==> config.mk <==
export PLATFORM = sky130hd
export DESIGN_NAME = amp_diag_fault_status_bank
export DESIGN_NICKNAME = d
export VERILOG_FILES = /design/src/rtl/amp_status_pkg.sv /design/src/rtl/amp_chan_seq.sv /design/src/rtl/amp_diag_fault_status_bank.sv
export SDC_FILE = /design/constraint.sdc
export NUM_CORES = 1
export LEC_CHECK = 0
export ABC_AREA = 1
export BUFFER_PORTS_ARGS = -buffer_cell sky130_fd_sc_hd__buf_4
export CORE_ASPECT_RATIO = 0.7
export CORE_UTILIZATION = 50
export DETAILED_ROUTE_END_ITERATION = 10
export PLACE_DENSITY = 0.81
export SYNTH_ARGS = -nofsm -noshare
export SYNTH_HDL_FRONTEND = slang
export SYNTH_SLANG_ARGS = --single-unit
==> constraint.sdc <==
create_clock -name sys_clk -period 2.13 [get_ports sys_clk]
set_input_delay 0.639 -clock sys_clk [delete_from_list [all_inputs] [get_ports sys_clk]]
set_output_delay 0.639 -clock sys_clk [all_outputs]
set_load 0.02 [all_outputs]
==> src/rtl/amp_status_pkg.sv <==
// =============================================================
// Shared constants of the amplifier status register bank
package amp_status_pkg;

   // =============================================================
   // Channel count and register width
   localparam int NUM_CH  = 4;               // Four amplifier channels
   localparam int REG_W   = 8;               // Width of every register

   // =============================================================
   // Register offsets on the control serial interface
   localparam logic [7:0] OFF_DC_DIAG_B     = 8'h0D;  // DC diagnostic result, ch3/ch4
   localparam logic [7:0] OFF_LINE_OUT      = 8'h0E;  // Line-output detection
   localparam logic [7:0] OFF_CHANNEL_STATE = 8'h0F;  // Per-channel operating state
   localparam logic [7:0] OFF_CHANNEL_FAULT = 8'h10;  // Overcurrent and DC faults
   localparam logic [7:0] OFF_SUPPLY_CLOCK  = 8'h11;  // Supply and clock faults
   localparam logic [7:0] OFF_THERMAL_SD    = 8'h12;  // Thermal shutdowns
   localparam logic [7:0] OFF_WARNINGS      = 8'h13;  // Warnings and power-on flag

   // =============================================================
   // Reset values
   localparam logic [7:0] RST_DC_DIAG_B     = 8'h00;
   localparam logic [7:0] RST_LINE_OUT      = 8'h00;
   localparam logic [7:0] RST_CHANNEL_STATE = 8'h55;
   localparam logic [7:0] RST_CHANNEL_FAULT = 8'h00;
   localparam logic [7:0] RST_WARNINGS      = 8'h20;
   localparam logic [7:0] READ_ZERO         = 8'h00;  // Unmapped offsets read this

   // =============================================================
   // Reserved upper bits, filled with zero on read
   localparam logic [3:0] RSVD4 = 4'h0;     // Bits 7-4 of line-output register
   localparam logic [2:0] RSVD3 = 3'h0;     // Bits 7-5 of supply/clock and thermal shutdown registers
   localparam logic [1:0] RSVD2 = 2'h0;     // Bits 7-6 of warnings register

   // =============================================================
   // Channel state report codes
   localparam logic [1:0] CODE_PLAY = 2'h0;  // Playing
   localparam logic [1:0] CODE_HIZ  = 2'h1;  // High-impedance output
   localparam logic [1:0] CODE_MUTE = 2'h2;  // Muted
   localparam logic [1:0] CODE_DIAG = 2'h3;  // DC load diagnostic running

   // =============================================================
   // DC load diagnostic duration
   localparam int CLK_PERIOD_NS = 8;        // 125 MHz system clock
   localparam int DIAG_TIME_NS  = 10000;    // Least diagnostic run time
   localparam int DIAG_CYCLES   = (DIAG_TIME_NS + CLK_PERIOD_NS - 1) / CLK_PERIOD_NS;
   localparam int DIAG_CNT_W    = 11;       // Holds DIAG_CYCLES - 1
   localparam logic [DIAG_CNT_W-1:0] DIAG_LOAD = DIAG_CNT_W'(DIAG_CYCLES - 1);
   localparam logic [DIAG_CNT_W-1:0] DIAG_ZERO = '0;
   localparam logic [DIAG_CNT_W-1:0] DIAG_STEP = DIAG_CNT_W'(1);

endpackage

==> src/rtl/amp_chan_seq.sv <==
`timescale 1ns/10ps
// =============================================================
// One channel: operating state and DC load diagnostic sequencer
module amp_chan_seq
   import amp_status_pkg::*;
(
   input  wire logic       sys_clk,
   input  wire logic       rst,
   input  wire logic       hiz_req,           // Channel asked to be high-impedance
   input  wire logic       mute_req,          // Channel asked to be muted
   input  wire logic       fault_evt,         // Overcurrent or DC fault this cycle
   input  wire logic       auto_diag_skip,    // No automatic diagnostics
   input  wire logic       line_out_diag_en,  // Line-output detection allowed
   input  wire logic [3:0] meas_flags,        // Ground, supply, open, shorted results
   input  wire logic       meas_line_out,     // Line-level load seen
   output logic [1:0]      state_code,        // Reported state
   output logic [3:0]      diag_flags,        // Latched diagnostic results
   output logic            line_out_found     // Latched line-output result
);

   typedef enum logic [1:0] {S_HIZ, S_PLAY, S_MUTE, S_DIAG} seq_state_t;

   typedef struct packed {
      seq_state_t            st;          // Sequencer state
      logic [DIAG_CNT_W-1:0] cnt;         // Cycles left in diagnostic
      logic [1:0]            code;        // Reported state code
      logic [3:0]            flags;       // Diagnostic flags
      logic                  line_out;    // Line-output flag
   } chan_t;

   localparam chan_t CHAN_RST = '{S_HIZ, DIAG_ZERO, CODE_HIZ, 4'h0, 1'b0};

   chan_t cur;                            // Registered state
   chan_t next_cur;                       // Next state

   // Report code of a sequencer state
   function automatic logic [1:0] code_of(input seq_state_t s);
      case (s)
         S_PLAY:  code_of = CODE_PLAY;
         S_MUTE:  code_of = CODE_MUTE;
         S_DIAG:  code_of = CODE_DIAG;
         default: code_of = CODE_HIZ;
      endcase
   endfunction

   // Next state of the channel
   always_comb begin
      next_cur = cur;
      case (cur.st)
         S_HIZ: begin
            if (!hiz_req) begin
               if (!auto_diag_skip) begin
                  next_cur.st  = S_DIAG;
                  next_cur.cnt = DIAG_LOAD;
               end else begin
                  next_cur.st = mute_req ? S_MUTE : S_PLAY;
               end
            end
         end
         S_PLAY, S_MUTE: begin
            if (hiz_req) begin
               next_cur.st = S_HIZ;
            end else if (fault_evt) begin
               if (!auto_diag_skip) begin
                  next_cur.st  = S_DIAG;
                  next_cur.cnt = DIAG_LOAD;
               end else begin
                  next_cur.st = S_HIZ;
               end
            end else begin
               next_cur.st = mute_req ? S_MUTE : S_PLAY;
            end
         end
         S_DIAG: begin
            if (cur.cnt == DIAG_ZERO) begin
               next_cur.flags = meas_flags;
               if (line_out_diag_en) begin
                  next_cur.line_out = meas_line_out;
               end
               next_cur.st = hiz_req ? S_HIZ : (mute_req ? S_MUTE : S_PLAY);
            end else begin
               next_cur.cnt = cur.cnt - DIAG_STEP;
            end
         end
         default: next_cur.st = S_HIZ;
      endcase
      // Detection result stays clear while disabled
      if (!line_out_diag_en) begin
         next_cur.line_out = 1'b0;
      end
      next_cur.code = code_of(next_cur.st);
   end

   // State register
   always_ff @(posedge sys_clk) begin
      if (rst) begin
         cur <= CHAN_RST;
      end else begin
         cur <= next_cur;
      end
   end

   assign state_code     = cur.code;
   assign diag_flags     = cur.flags;
   assign line_out_found = cur.line_out;

   logic [DIAG_CNT_W-1:0] diag_age;     // Cycles the diagnostic code has stood

   // Counts diagnostic cycles; a stuck sequencer runs past the load value
   always_ff @(posedge sys_clk) begin
      if (rst || state_code != CODE_DIAG) begin
         diag_age <= DIAG_ZERO;
      end else begin
         diag_age <= diag_age + DIAG_STEP;
      end
   end
endmodule

==> src/rtl/amp_diag_fault_status_bank.sv <==
`timescale 1ns/10ps
// =============================================================
// Read-only status bank: diagnostics, channel state, faults, warnings

module amp_diag_fault_status_bank
   import amp_status_pkg::*;
(
   input  wire logic              sys_clk,               // System clock, 125 MHz
   input  wire logic              rst,                   // Synchronous reset, high
   input  wire logic [7:0]        reg_addr,              // Register offset
   input  wire logic              reg_rd,                // Read strobe
   input  wire logic              reg_wr,                // Write strobe
   output logic [REG_W-1:0]       rd_data,               // Read data
   output logic                   rd_valid,              // Read data valid
   output logic                   wr_refused,            // Write to bank dropped
   input  wire logic [NUM_CH-1:0] hiz_req,               // Per-channel Hi-Z request
   input  wire logic [NUM_CH-1:0] mute_req,              // Per-channel mute request
   input  wire logic              auto_diag_skip,        // Bypass auto diagnostics
   input  wire logic              line_out_diag_en,      // Enable line-output detection
   input  wire logic              overcurrent_pin_mask,  // Keep overcurrent off the pin
   input  wire logic [NUM_CH-1:0] meas_short_to_ground,  // Diagnostic comparators
   input  wire logic [NUM_CH-1:0] meas_short_to_supply,
   input  wire logic [NUM_CH-1:0] meas_open_load,
   input  wire logic [NUM_CH-1:0] meas_shorted_load,
   input  wire logic [NUM_CH-1:0] meas_line_out,
   input  wire logic [NUM_CH-1:0] overcurrent_evt,       // Overcurrent events
   input  wire logic [NUM_CH-1:0] dc_offset_evt,         // DC offset events
   input  wire logic              clock_invalid,         // Input clock invalid, level
   input  wire logic              power_stage_overvolt,  // Supply monitors, levels
   input  wire logic              battery_overvolt,
   input  wire logic              power_stage_undervolt,
   input  wire logic              battery_undervolt,
   input  wire logic              thermal_shutdown,      // Global shutdown, level
   input  wire logic [NUM_CH-1:0] thermal_shutdown_ch,   // Channel shutdowns, levels
   input  wire logic              thermal_warning,       // Global warning, level
   input  wire logic [NUM_CH-1:0] thermal_warning_ch,    // Channel warnings, levels
   input  wire logic              vdd_por_evt,           // Logic supply power-on event
   output logic                   fault_pin_n            // Fault pin, low active
);

   // =============================================================
   // Bank state
   typedef struct packed {
      logic [REG_W-1:0]  rdata;         // Read data register
      logic              rvalid;        // Read answer strobe
      logic              wrefused;      // Write refused strobe
      logic [NUM_CH-1:0] oc;            // Sticky overcurrent flags
      logic [NUM_CH-1:0] dc;            // Sticky DC offset flags
      logic [4:0]        supply;        // Clock and supply faults
      logic              tsd;           // Global thermal shutdown
      logic [NUM_CH-1:0] tsd_ch;        // Channel thermal shutdowns
      logic              por;           // Power-on flag
      logic              tw;            // Global thermal warning
      logic [NUM_CH-1:0] tw_ch;         // Channel thermal warnings
      logic              fault_n;       // Fault pin level
   } bank_t;

   localparam bank_t BANK_RST = '{
      rdata:    READ_ZERO,
      rvalid:   1'b0,
      wrefused: 1'b0,
      oc:       RST_CHANNEL_FAULT[7:4],
      dc:       RST_CHANNEL_FAULT[3:0],
      supply:   5'h00,
      tsd:      1'b0,
      tsd_ch:   4'h0,
      por:      RST_WARNINGS[5],
      tw:       1'b0,
      tw_ch:    4'h0,
      fault_n:  1'b1
   };

   bank_t cur;                          // Registered bank state
   bank_t next_cur;                     // Next bank state

   // Per-channel sequencer outputs
   logic [1:0]        ch_state [NUM_CH];   // State codes
   logic [3:0]        ch_diag  [NUM_CH];   // Diagnostic flags
   logic [NUM_CH-1:0] ch_line;             // Line-output flags

   // Read-side helpers
   logic              rd_fault;            // Read of channel fault register
   logic              rd_warn;             // Read of warnings register

   // =============================================================
   // Helper functions

   // Channel 1 goes to the highest bit of a four-bit field
   function automatic logic [3:0] pack_ch(input logic [NUM_CH-1:0] v);
      pack_ch = {v[0], v[1], v[2], v[3]};
   endfunction

   // Offset lies inside this bank
   function automatic logic in_bank(input logic [7:0] a);
      in_bank = (a >= OFF_DC_DIAG_B) && (a <= OFF_WARNINGS);
   endfunction

   // Four channel state codes, channel 1 first
   function automatic logic [REG_W-1:0] pack_state(input logic [1:0] s0,
                                                   input logic [1:0] s1,
                                                   input logic [1:0] s2,
                                                   input logic [1:0] s3);
      pack_state = {s0, s1, s2, s3};
   endfunction

   // =============================================================
   // Channel sequencers
   genvar gi;
   generate
      for (gi = 0; gi < NUM_CH; gi++) begin : g_ch
         // Each channel runs its own state and diagnostic timing
         amp_chan_seq u_seq (
            .sys_clk          (sys_clk),
            .rst              (rst),
            .hiz_req          (hiz_req[gi]),
            .mute_req         (mute_req[gi]),
            .fault_evt        (overcurrent_evt[gi] | dc_offset_evt[gi]),
            .auto_diag_skip   (auto_diag_skip),
            .line_out_diag_en (line_out_diag_en),
            .meas_flags       ({meas_short_to_ground[gi], meas_short_to_supply[gi],
                                meas_open_load[gi], meas_shorted_load[gi]}),
            .meas_line_out    (meas_line_out[gi]),
            .state_code       (ch_state[gi]),
            .diag_flags       (ch_diag[gi]),
            .line_out_found   (ch_line[gi])
         );
      end
   endgenerate

   // =============================================================
   // Read decode
   always_comb begin
      rd_fault = reg_rd && (reg_addr == OFF_CHANNEL_FAULT);  // Clears fault flags
      rd_warn  = reg_rd && (reg_addr == OFF_WARNINGS);       // Clears power-on flag
   end

   // Next bank state
   always_comb begin
      next_cur = cur;
      next_cur.rvalid   = reg_rd;
      // Writes never touch the bank; they are only reported
      next_cur.wrefused = reg_wr && in_bank(reg_addr);

      // Read data multiplexer
      if (reg_rd) begin
         case (reg_addr)
            OFF_DC_DIAG_B:
               next_cur.rdata = {ch_diag[2], ch_diag[3]};
            OFF_LINE_OUT:
               next_cur.rdata = {RSVD4, pack_ch(ch_line)};
            OFF_CHANNEL_STATE:
               next_cur.rdata = pack_state(ch_state[0], ch_state[1],
                                           ch_state[2], ch_state[3]);
            OFF_CHANNEL_FAULT:
               next_cur.rdata = {pack_ch(cur.oc), pack_ch(cur.dc)};
            OFF_SUPPLY_CLOCK:
               next_cur.rdata = {RSVD3, cur.supply};
            OFF_THERMAL_SD:
               next_cur.rdata = {RSVD3, cur.tsd, pack_ch(cur.tsd_ch)};
            OFF_WARNINGS:
               next_cur.rdata = {RSVD2, cur.por, cur.tw, pack_ch(cur.tw_ch)};
            default:
               next_cur.rdata = READ_ZERO;                       // Unmapped offset
         endcase
      end

      // Sticky fault flags: a new event wins over the clear by read
      next_cur.oc = (cur.oc & ~{NUM_CH{rd_fault}}) | overcurrent_evt;
      next_cur.dc = (cur.dc & ~{NUM_CH{rd_fault}}) | dc_offset_evt;

      // Live supply and clock status
      next_cur.supply = {clock_invalid, power_stage_overvolt,
                         battery_overvolt, power_stage_undervolt,
                         battery_undervolt};

      // Live thermal status
      next_cur.tsd    = thermal_shutdown;
      next_cur.tsd_ch = thermal_shutdown_ch;
      next_cur.tw     = thermal_warning;
      next_cur.tw_ch  = thermal_warning_ch;

      // Power-on flag: set by power-on, kept until read
      next_cur.por = (cur.por & ~rd_warn) | vdd_por_evt;

      // Fault pin follows any overcurrent flag unless masked
      next_cur.fault_n = ~((|cur.oc) & ~overcurrent_pin_mask);
   end

   // Bank register
   always_ff @(posedge sys_clk) begin
      if (rst) begin
         cur <= BANK_RST;
      end else begin
         cur <= next_cur;
      end
   end

   // Outputs straight from the bank register
   assign rd_data     = cur.rdata;
   assign rd_valid    = cur.rvalid;
   assign wr_refused  = cur.wrefused;
   assign fault_pin_n = cur.fault_n;
endmodule

==> After elaboration in Yosys (flattened, before gate mapping) <==
Index checks and enable logic that the tools add are counted.
{ "word_totals": {"elab_cells": 181, "output_inout_bits": 11, "register_bits": 107, "input_bits": 67} }
{ "op_classes": {"n_lt_le_gt_ge": 2, "bitwise_logic": 16, "n_mux": 54, "addsub": 4, "n_reduce_logical": 28, "n_eq_ne": 47} }
{ "ops": {"columns": ["operator", "count"], "rows": [
  ["11-bit 2-to-1 mux", 16],
  ["13-bit one-hot mux with 3 select lines", 4],
  ["8-bit one-hot mux with 7 select lines", 1],
  ["13-bit 2-to-1 mux", 4],
  ["2-bit 2-to-1 mux", 25],
  ["11-bit logical NOT", 4],
  ["11-bit by 1-bit subtractor with 11-bit output, second input constant", 4],
  ["2-bit == test, second input constant", 16],
  ["8-bit by 5-bit == test with 1-bit output, second input constant", 4],
  ["8-bit by 4-bit == test with 1-bit output, second input constant", 3],
  ["2-bit != test, second input constant", 12],
  ["2-bit one-hot mux with 3 select lines", 4],
  ["2-bit by 1-bit == test with 1-bit output, second input constant", 8],
  ["4-bit AND reduction", 4],
  ["3-bit AND reduction", 4],
  ["2-bit OR reduction", 5],
  ["4-bit bitwise AND", 2],
  ["8-bit by 4-bit greater-or-equal comparator with 1-bit output, second input constant", 1],
  ["8-bit by 5-bit <= comparator with 1-bit output, second input constant", 1],
  ["2-bit logical NOT", 4],
  ["2-bit by 1-bit != test with 1-bit output, second input constant", 4],
  ["4-bit bitwise OR", 2],
  ["1-bit bitwise OR", 5],
  ["1-bit logical AND", 4],
  ["other kinds (5)", 10]
]} }

==> Longest topological paths before layout <==
Gate-level depths: netlist of run 1.
{ "logic_depth": {"ltp_word": 6, "depth_mapped": 14, "ltp_nobuf": 14} }

==> By module <==
Synthesis of run 1 repeated with hierarchy kept, for this count alone.
{ "hier_totals": {"cells_unflattened": 1157, "hier_area_um2": 7500.9} }
{ "by_module_without_submodules": {"columns": ["module", "n_inst", "cells_each", "area_each_um2", "seq_area_each_um2"], "rows": [
  ["amp_chan_seq at g_ch[1].u_seq ...", 3, 226, 1445.1, 400.4],
  ["amp_diag_fault_status_bank", 1, 256, 1742.9, 700.7],
  ["amp_chan_seq at g_ch[0].u_seq", 1, 223, 1422.6, 400.4]
]} }

==> Least setup slack after synthesis of run 1 <==
No wires, ideal clock.
{ "synth_path": {"kind": "input port to flip-flop", "startpoint": "input port auto_diag_skip", "endpoint": "register g_ch[1].u_seq.cur, in the netlist g_ch[1].u_seq.state_code[0]", "setup_time_ps": 123, "t_arrival_ps": 1833, "path_buffers": 1, "path_stages": 8, "slack_ps": 173, "path_cell_list": "inv_1 buf_1 nor3_1 o21ai_0 nand2_1 inv_1 ha_1 or2_2"} }
{ "synth_rtl": {"columns": ["element", "line", "text"], "rows": [
  ["start: declaration", "amp_diag_fault_status_bank.sv:18", "input wire logic auto_diag_skip,"],
  ["end signal: assignment", "amp_chan_seq.sv:99", "cur <= next_cur;"],
  ["end: declaration", "amp_chan_seq.sv:33", "chan_t cur;"]
]} }

==> metrics.yaml, run 1 <==
outcome: "completed"
place.gp.congestion: 0.963
n_antenna_cell: 0
cellLeakagePower_nw: 3.78
ys_ff_latch: 107
fin_util: 0.602
arrival_ns: 2.23
final_nets: 1269
antenna_found_initial: 0
synth.distinct_cells: 39
grt_max_degree: 55
final_hold_viol_count: 0
synth_ff_type: "dfxtp_1"
hold_end: "g_ch[3].u_seq.line_out_found"
period_minus_slack_ns: 1.99
start_kind: "flop"
h-tree-depth: 3
end_kind: "flop"
drt-wirelength-per-cell_microns: 13.8
multiInputGateArea_sq_um: 3930
hold_path_class: "flop to flop"
path_delay_family: "simple AND/OR/NAND/NOR gates"
reg2reg_depth: 11
place_worst_setup_slack_ns: -0.0101
start_util: 0.517
yosysTopAreaCell: "dfxtp_1"
cts_tree: "yes"
clockBufferDepth: 2
cp_slowest_cell: "dfxtp_1"
grt_pass1_wl_microns: 31000
synth_edf_count: 0
die_h_microns: 100
ys_top_cells_by_area: "dfxtp_1, nand2_1, nor2_1"
drc_errors: 0
pin_count: 78
syn_nets: 1200
cts_root_buf: "clkbuf_16"
cpPeakStageDelay_ns: 0.36
cts_hold_buf: 0
critPathMostFrequentCell: "nand2_1"
place_hpwl_microns: 13800
tightest_slew_ns: 0.423
synth_top_area_share: 0.311
r2r_slack_ns: 0.14
worstSetupPathType: "flop to flop"
cts_setup_buffers: 0
design_area_sq_um: 8010
cp_max_fo: 6
max_cap_viol_count: 0
slew_violations: 0
vias_per_cell: 5.43
core-area_sq_um: 13300
rsz0062_at_grt: "no"
required_ns: 2.37
grt_pass1_vias: 6468
dr.pass1.iters: 6
drt_iter0_drc: 613
clock-sinks: 107
async_flop_share: 0
crit-reg2reg-launch: "g_ch[2].u_seq.cur[13]"
clk_latency_ns: 0.35
ant_nets: 0
p_per_area_nw_per_um2: 1440
synth_area_sq_um: 6890
grt_usage: 0.272
min_path_cells: 2
portBuffers: 69
worst-path-buf-inv: 1
yosysSeqAreaShare: 0.311
postSynthCellCount: 1105
fp.dieW_microns: 142
overflow: 0
fin_ws_ns: 0.138
hold_start: "g_ch[3].u_seq.line_out_found"
row_count: 35
clkTransAtPathRegs_ns: 0.07
vias: 7402
avgSynthCellArea_sq_um: 6.23
final_layout_size_suffix_gt1_frac: 0.132
areaGrowthSynthToFinish_pct: 16.4
regArea_sq_um: 2140
max_freq_mhz: 502
totalWireLength_microns: 18800
cts_buffers: 9
setup_viol: 0
ir_drop_mv: 0.724
r2r-end: "g_ch[2].u_seq.state_code[0]"
relSlewSlack: 0.715
dieArea_sq_um: 14300
fillers: 1266
placed_cell_area_sq_um: 7690
finalCritPeriodShare: 0.935
crit_chain: "nor2_1 -> nand2_1 -> nor2_2 -> nand2_1 -> nand2_1 -> nand3_1 -> nand3_1 -> nand2_1 -> inv_1 -> ha_1 -> or2_2"
clock_skew_ns: 0.00637
yosysWarningCount: 0
## synthesized netlist by cell type, drive strengths merged (4+ instances only)
cell,number
a31oi,5
nand2,228
buf,28
nand4,7
a21oi,88
dfxtp,107
o22ai,10
a211oi,5
o21ai,118
nand3,110
nor3,6
inv,152
ha,28
o211ai,5
clkbuf,14
nor2,170
or2,4
## worst max path at each step
stage | start | endpoint | depth (start not counted)
2_1_floorplan | auto_diag_skip | g_ch[1].u_seq.state_code[0] | 8
3_5_place_dp | dc_offset_evt[0] | g_ch[0].u_seq.state_code[0] | 11
6_report | g_ch[2].u_seq.cur[13] | g_ch[2].u_seq.state_code[0] | 11
5_1_grt | g_ch[2].u_seq.cur[13] | g_ch[2].u_seq.state_code[0] | 10
4_1_cts | g_ch[2].u_seq.cur[13] | g_ch[2].u_seq.state_code[0] | 11
3_3_place_gp | dc_offset_evt[0] | g_ch[0].u_seq.state_code[0] | 11
## tightest hold or removal path, delay by kind of cell (launching register included)
family                 cells  cell delay [ns]
AO/OA/AOI/OAI              1             0.05
flip-flops                 1             0.31
buffers and inverters      1             0.05
## metrics by stage
step	hold slack [ns]	std cells	power [W]	setup TNS, ns
6_report	0.452	1363	0.0116	0
5_1_grt	0.460	1363	0.0126	0
4_1_cts	0.453	1363	0.0115	0
3_3_place_gp	0.434	1348	0.00937	0
3_5_place_dp	0.443	1348	0.00956	-0.0101
2_1_floorplan	0.425	1105	0.00792	0
## registers in the layout (all words and copies together) (netlist names)
name,cells
cur,24
fault_pin_n,1
g_ch.u_seq.cur,52
g_ch.u_seq.diag_flags,8
g_ch.u_seq.line_out_found,4
g_ch.u_seq.state_code,8
rd_data,8
rd_valid,1
wr_refused,1
## cells by family (layout without fill, tap and decap cells)
logic type / after synthesis / after routing / synth area share
buffers and inverters: 197 / 270 / 0.119
adder cells (fa/ha/maj): 28 / 28 / 0.0509
AO/OA/AOI/OAI: 247 / 247 / 0.193
AND/OR/NAND/NOR: 526 / 526 / 0.326
flip-flops: 107 / 107 / 0.311
## cell usage in the layout, fill, tap and decap left out, types with 13 or more instances in the layout
master	count
inv_1	137
o21ai_0	73
a21oi_1	88
ha_1	28
nand2_1	223
inv_2	13
buf_4	96
nand3_1	106
nor2_1	159
o21ai_1	45
dfxtp_1	106
## where the power goes
part / switching, W / internal, W / leakage, nW
sequential: 0.000575 / 0.00256 / 0.882
combinational: 0.00431 / 0.00230 / 2.74
clock: 0.000761 / 0.00107 / 0.159
total: 0.00565 / 0.00592 / 3.78
## final cells by class
class                      instances  share of cell area
sequential                       107               0.267
timing repair buffer             100              0.0999
inverter                         155              0.0732
clock buffer                      10              0.0298
multi-input combinational        801               0.490
clock inverter                     5              0.0108
tap                              185              0.0289
## routing by layer
| metal | part of all wire | track usage | vias up |
|---|---|---|---|
| li1 | - | - | 3732 |
| met1 | 0.48 | 0.400 | 3342 |
| met2 | 0.43 | 0.412 | 306 |
| met3 | 0.080 | 0.0472 | 22 |
| met5 | 0 | 0 | - |
| met4 | 0.013 | 0.0612 | 0 |
## what timing repair did
action / 4_1_cts / 5_1_grt
endpoints found under the hold margin: 0 / 0
gates resized for setup: 0 / 2
setup endpoints to repair: 0 / 1
Note: power is estimated with default switching activity, not from simulation.
==> run 2: changes to the inputs <==
- CELL_PAD_IN_SITES_DETAIL_PLACEMENT: default -> 0
- CELL_PAD_IN_SITES_GLOBAL_PLACEMENT: default -> 1
- CORE_UTILIZATION: 50 -> 41
- PLACE_DENSITY: 0.81 -> 0.91
==> metrics.yaml, run 2 (synthesized netlist as in run 1, its figures left out) <==
largest_register_ffs: 52  # unchanged
worstSetupPathType: "flop to flop"
overflow: 0  # unchanged
final_nets: 1286  # +1.3%
final_cells: 1421  # +4.3%
layout_common_cells: "nand2_1, nor2_1, inv_1"
tns_ns: 0  # unchanged
pin_count: 78  # unchanged
top_register: "g_ch.u_seq.cur"
cts_buffers: 9  # unchanged
clockBufferDepth: 2  # unchanged
tightest_slew_ns: 0.630  # +0.207 ns
start_kind: "flop"
cellLeakagePower_nw: 3.85  # +1.9%
cts_setup_buffers: 0  # unchanged
die_h_microns: 110  # +10%
cts_tree: "yes"
required_ns: 2.36  # about the same
row_count: 39  # +11%
regArea_sq_um: 2140  # about the same
arrival_ns: 2.20  # -0.03 ns
multiInputGateArea_sq_um: 3940  # +0.38%
antenna_found_initial: 0  # unchanged
cp_max_fo: 5  # -1
setup_viol: 0  # unchanged
portBuffers: 69  # unchanged
ir_drop_mv: 0.695  # -4.0%
placed_cells: 1405  # +4.2%
dieArea_sq_um: 17300  # +22%
dr.pass1.iters: 5  # -1
fp.dieW_microns: 157  # +10%
ant_nets: 0  # unchanged
totalWireLength_microns: 19300  # +2.7%
clock_skew_ns: 0.00842  # +0.00205 ns
clock-sinks: 107  # unchanged
h-tree-depth: 3  # unchanged
cts_root_buf: "clkbuf_16"
hold_path_class: "flop to flop"
p_comb_frac: 0.583  # +0.012
clkTransAtPathRegs_ns: 0.07  # about the same
period_minus_slack_ns: 1.97  # -0.0242 ns
place.gp.congestion: 0.890  # -7.5%
grt_pass1_wl_microns: 32400  # +4.5%
grt_usage: 0.232  # -0.0398
power.switching_w: 0.00568  # +0.56%
grt_max_degree: 54  # -1.8%
areaGrowthSynthToFinish_pct: 18.8
drt-wirelength-per-cell_microns: 13.6  # -1.5%
rsz0062_at_grt: "no"
seqPwrFrac: 0.267  # -0.004
final_layout_size_suffix_gt1_frac: 0.147  # +0.0156
finalCritPeriodShare: 0.924  # -0.0114
final_common_cell: "nand2_1"
r2r_slack_ns: 0.16  # +0.02 ns
place_worst_setup_slack_ns: 0.0261  # +0.0362 ns
cts_hold_buf: 0  # unchanged
slew_violations: 0  # unchanged
p_per_area_nw_per_um2: 1420  # -1.4%
drt_iter0_drc: 658  # +7.3%
p_clk_frac: 0.150  # -0.008
vias: 7249  # -2.1%
final_hold_viol_count: 0  # unchanged
fillers: 1708  # +35%
placed_cell_area_sq_um: 7850  # +2.1%
end_kind: "flop"
max_cap_viol_count: 0  # unchanged
relSlewSlack: 0.578  # -0.136
fin_total_pwr_w: 0.0116  # +0.67%
place_hpwl_microns: 14600  # +5.7%
core-area_sq_um: 16300  # +23%
n_antenna_cell: 0  # unchanged
fin_ws_ns: 0.162  # +0.0242 ns
design_area_sq_um: 8180  # +2.0%
p_int_w: 0.00597  # +0.76%
reg_top3: "g_ch.u_seq.cur x52, cur x24"
start_util: 0.421  # -0.0960
vias_per_cell: 5.10  # -6.1%
grt_pass1_vias: 6521  # +0.82%
drc_errors: 0  # unchanged
outcome: "completed"
swShare: 0.487  # -0.000503
max_freq_mhz: 508  # +1.2%
clk_latency_ns: 0.35  # about the same
-- run 2: cell count changes in the layout (fill, tap and decap cells not counted), sizes merged --
cell	change
clkinv	+1
inv	+1
clkinvlp	+1
buf	+17
clkbuf	-1
bufinv	-1
-- run 2: layout make-up --
class | instances | share of cell area
Multi-Input combinational cell | 801 | 0.482
Clock buffer | 9 | 0.0275
Tap cell | 225 | 0.0344
Clock inverter | 7 | 0.0104
Inverter | 155 | 0.0718
Sequential cell | 107 | 0.262
Timing Repair Buffer | 117 | 0.112
-- run 2: per-layer routing --
layer	up-vias	share of wire	track usage
met1	3252	0.52	0.364
met3	12	0.067	0.0357
met5	-	0	0
met2	226	0.40	0.333
li1	3759	-	-
met4	0	0.0074	0.0359
-- run 2: per-stage QoR --
step           utilization  hold WS (ns)
3_3_place_gp         0.480         0.434
3_5_place_dp         0.480         0.439
2_1_floorplan            -         0.425
5_1_grt              0.500         0.462
6_report             0.500         0.448
4_1_cts              0.499         0.450
-- run 2: critical path: stages, from the launching register on --
cell and delay [ns]:
dfxtp_1 0.38, inv_1 0.09, ha_1 0.39, inv_1 0.10
o21ai_0 0.17, inv_1 0.06, nand2_1 0.06, nand2_1 0.07
ha_1 0.28, or2_2 0.27
-- run 2: path summary, 6_finish.rpt --
path / from / endpoint / depth (start not counted)
min: g_ch[1].u_seq.line_out_found / g_ch[1].u_seq.line_out_found / 2
max reg2reg: g_ch[1].u_seq.cur[18] / g_ch[1].u_seq.state_code[0] / 9
max: g_ch[1].u_seq.cur[18] / g_ch[1].u_seq.state_code[0] / 9
min reg2reg: g_ch[1].u_seq.line_out_found / g_ch[1].u_seq.line_out_found / 2
-- run 2: timing repair --
action | CTS | global route
resized for setup | 0 | 7
hold endpoints to repair | 0 | 0
endpoints found under the setup margin | 0 | 4
-- run 2: power groups by stage --
stage          combinational [W]  clock [W]  sequential (W)
2_1_floorplan            0.00491          0         0.00301
3_3_place_gp             0.00658          0         0.00312
3_5_place_dp             0.00664          0         0.00313
4_1_cts                  0.00669    0.00179         0.00309
5_1_grt                  0.00779    0.00188         0.00319
6_report                 0.00679    0.00174         0.00312
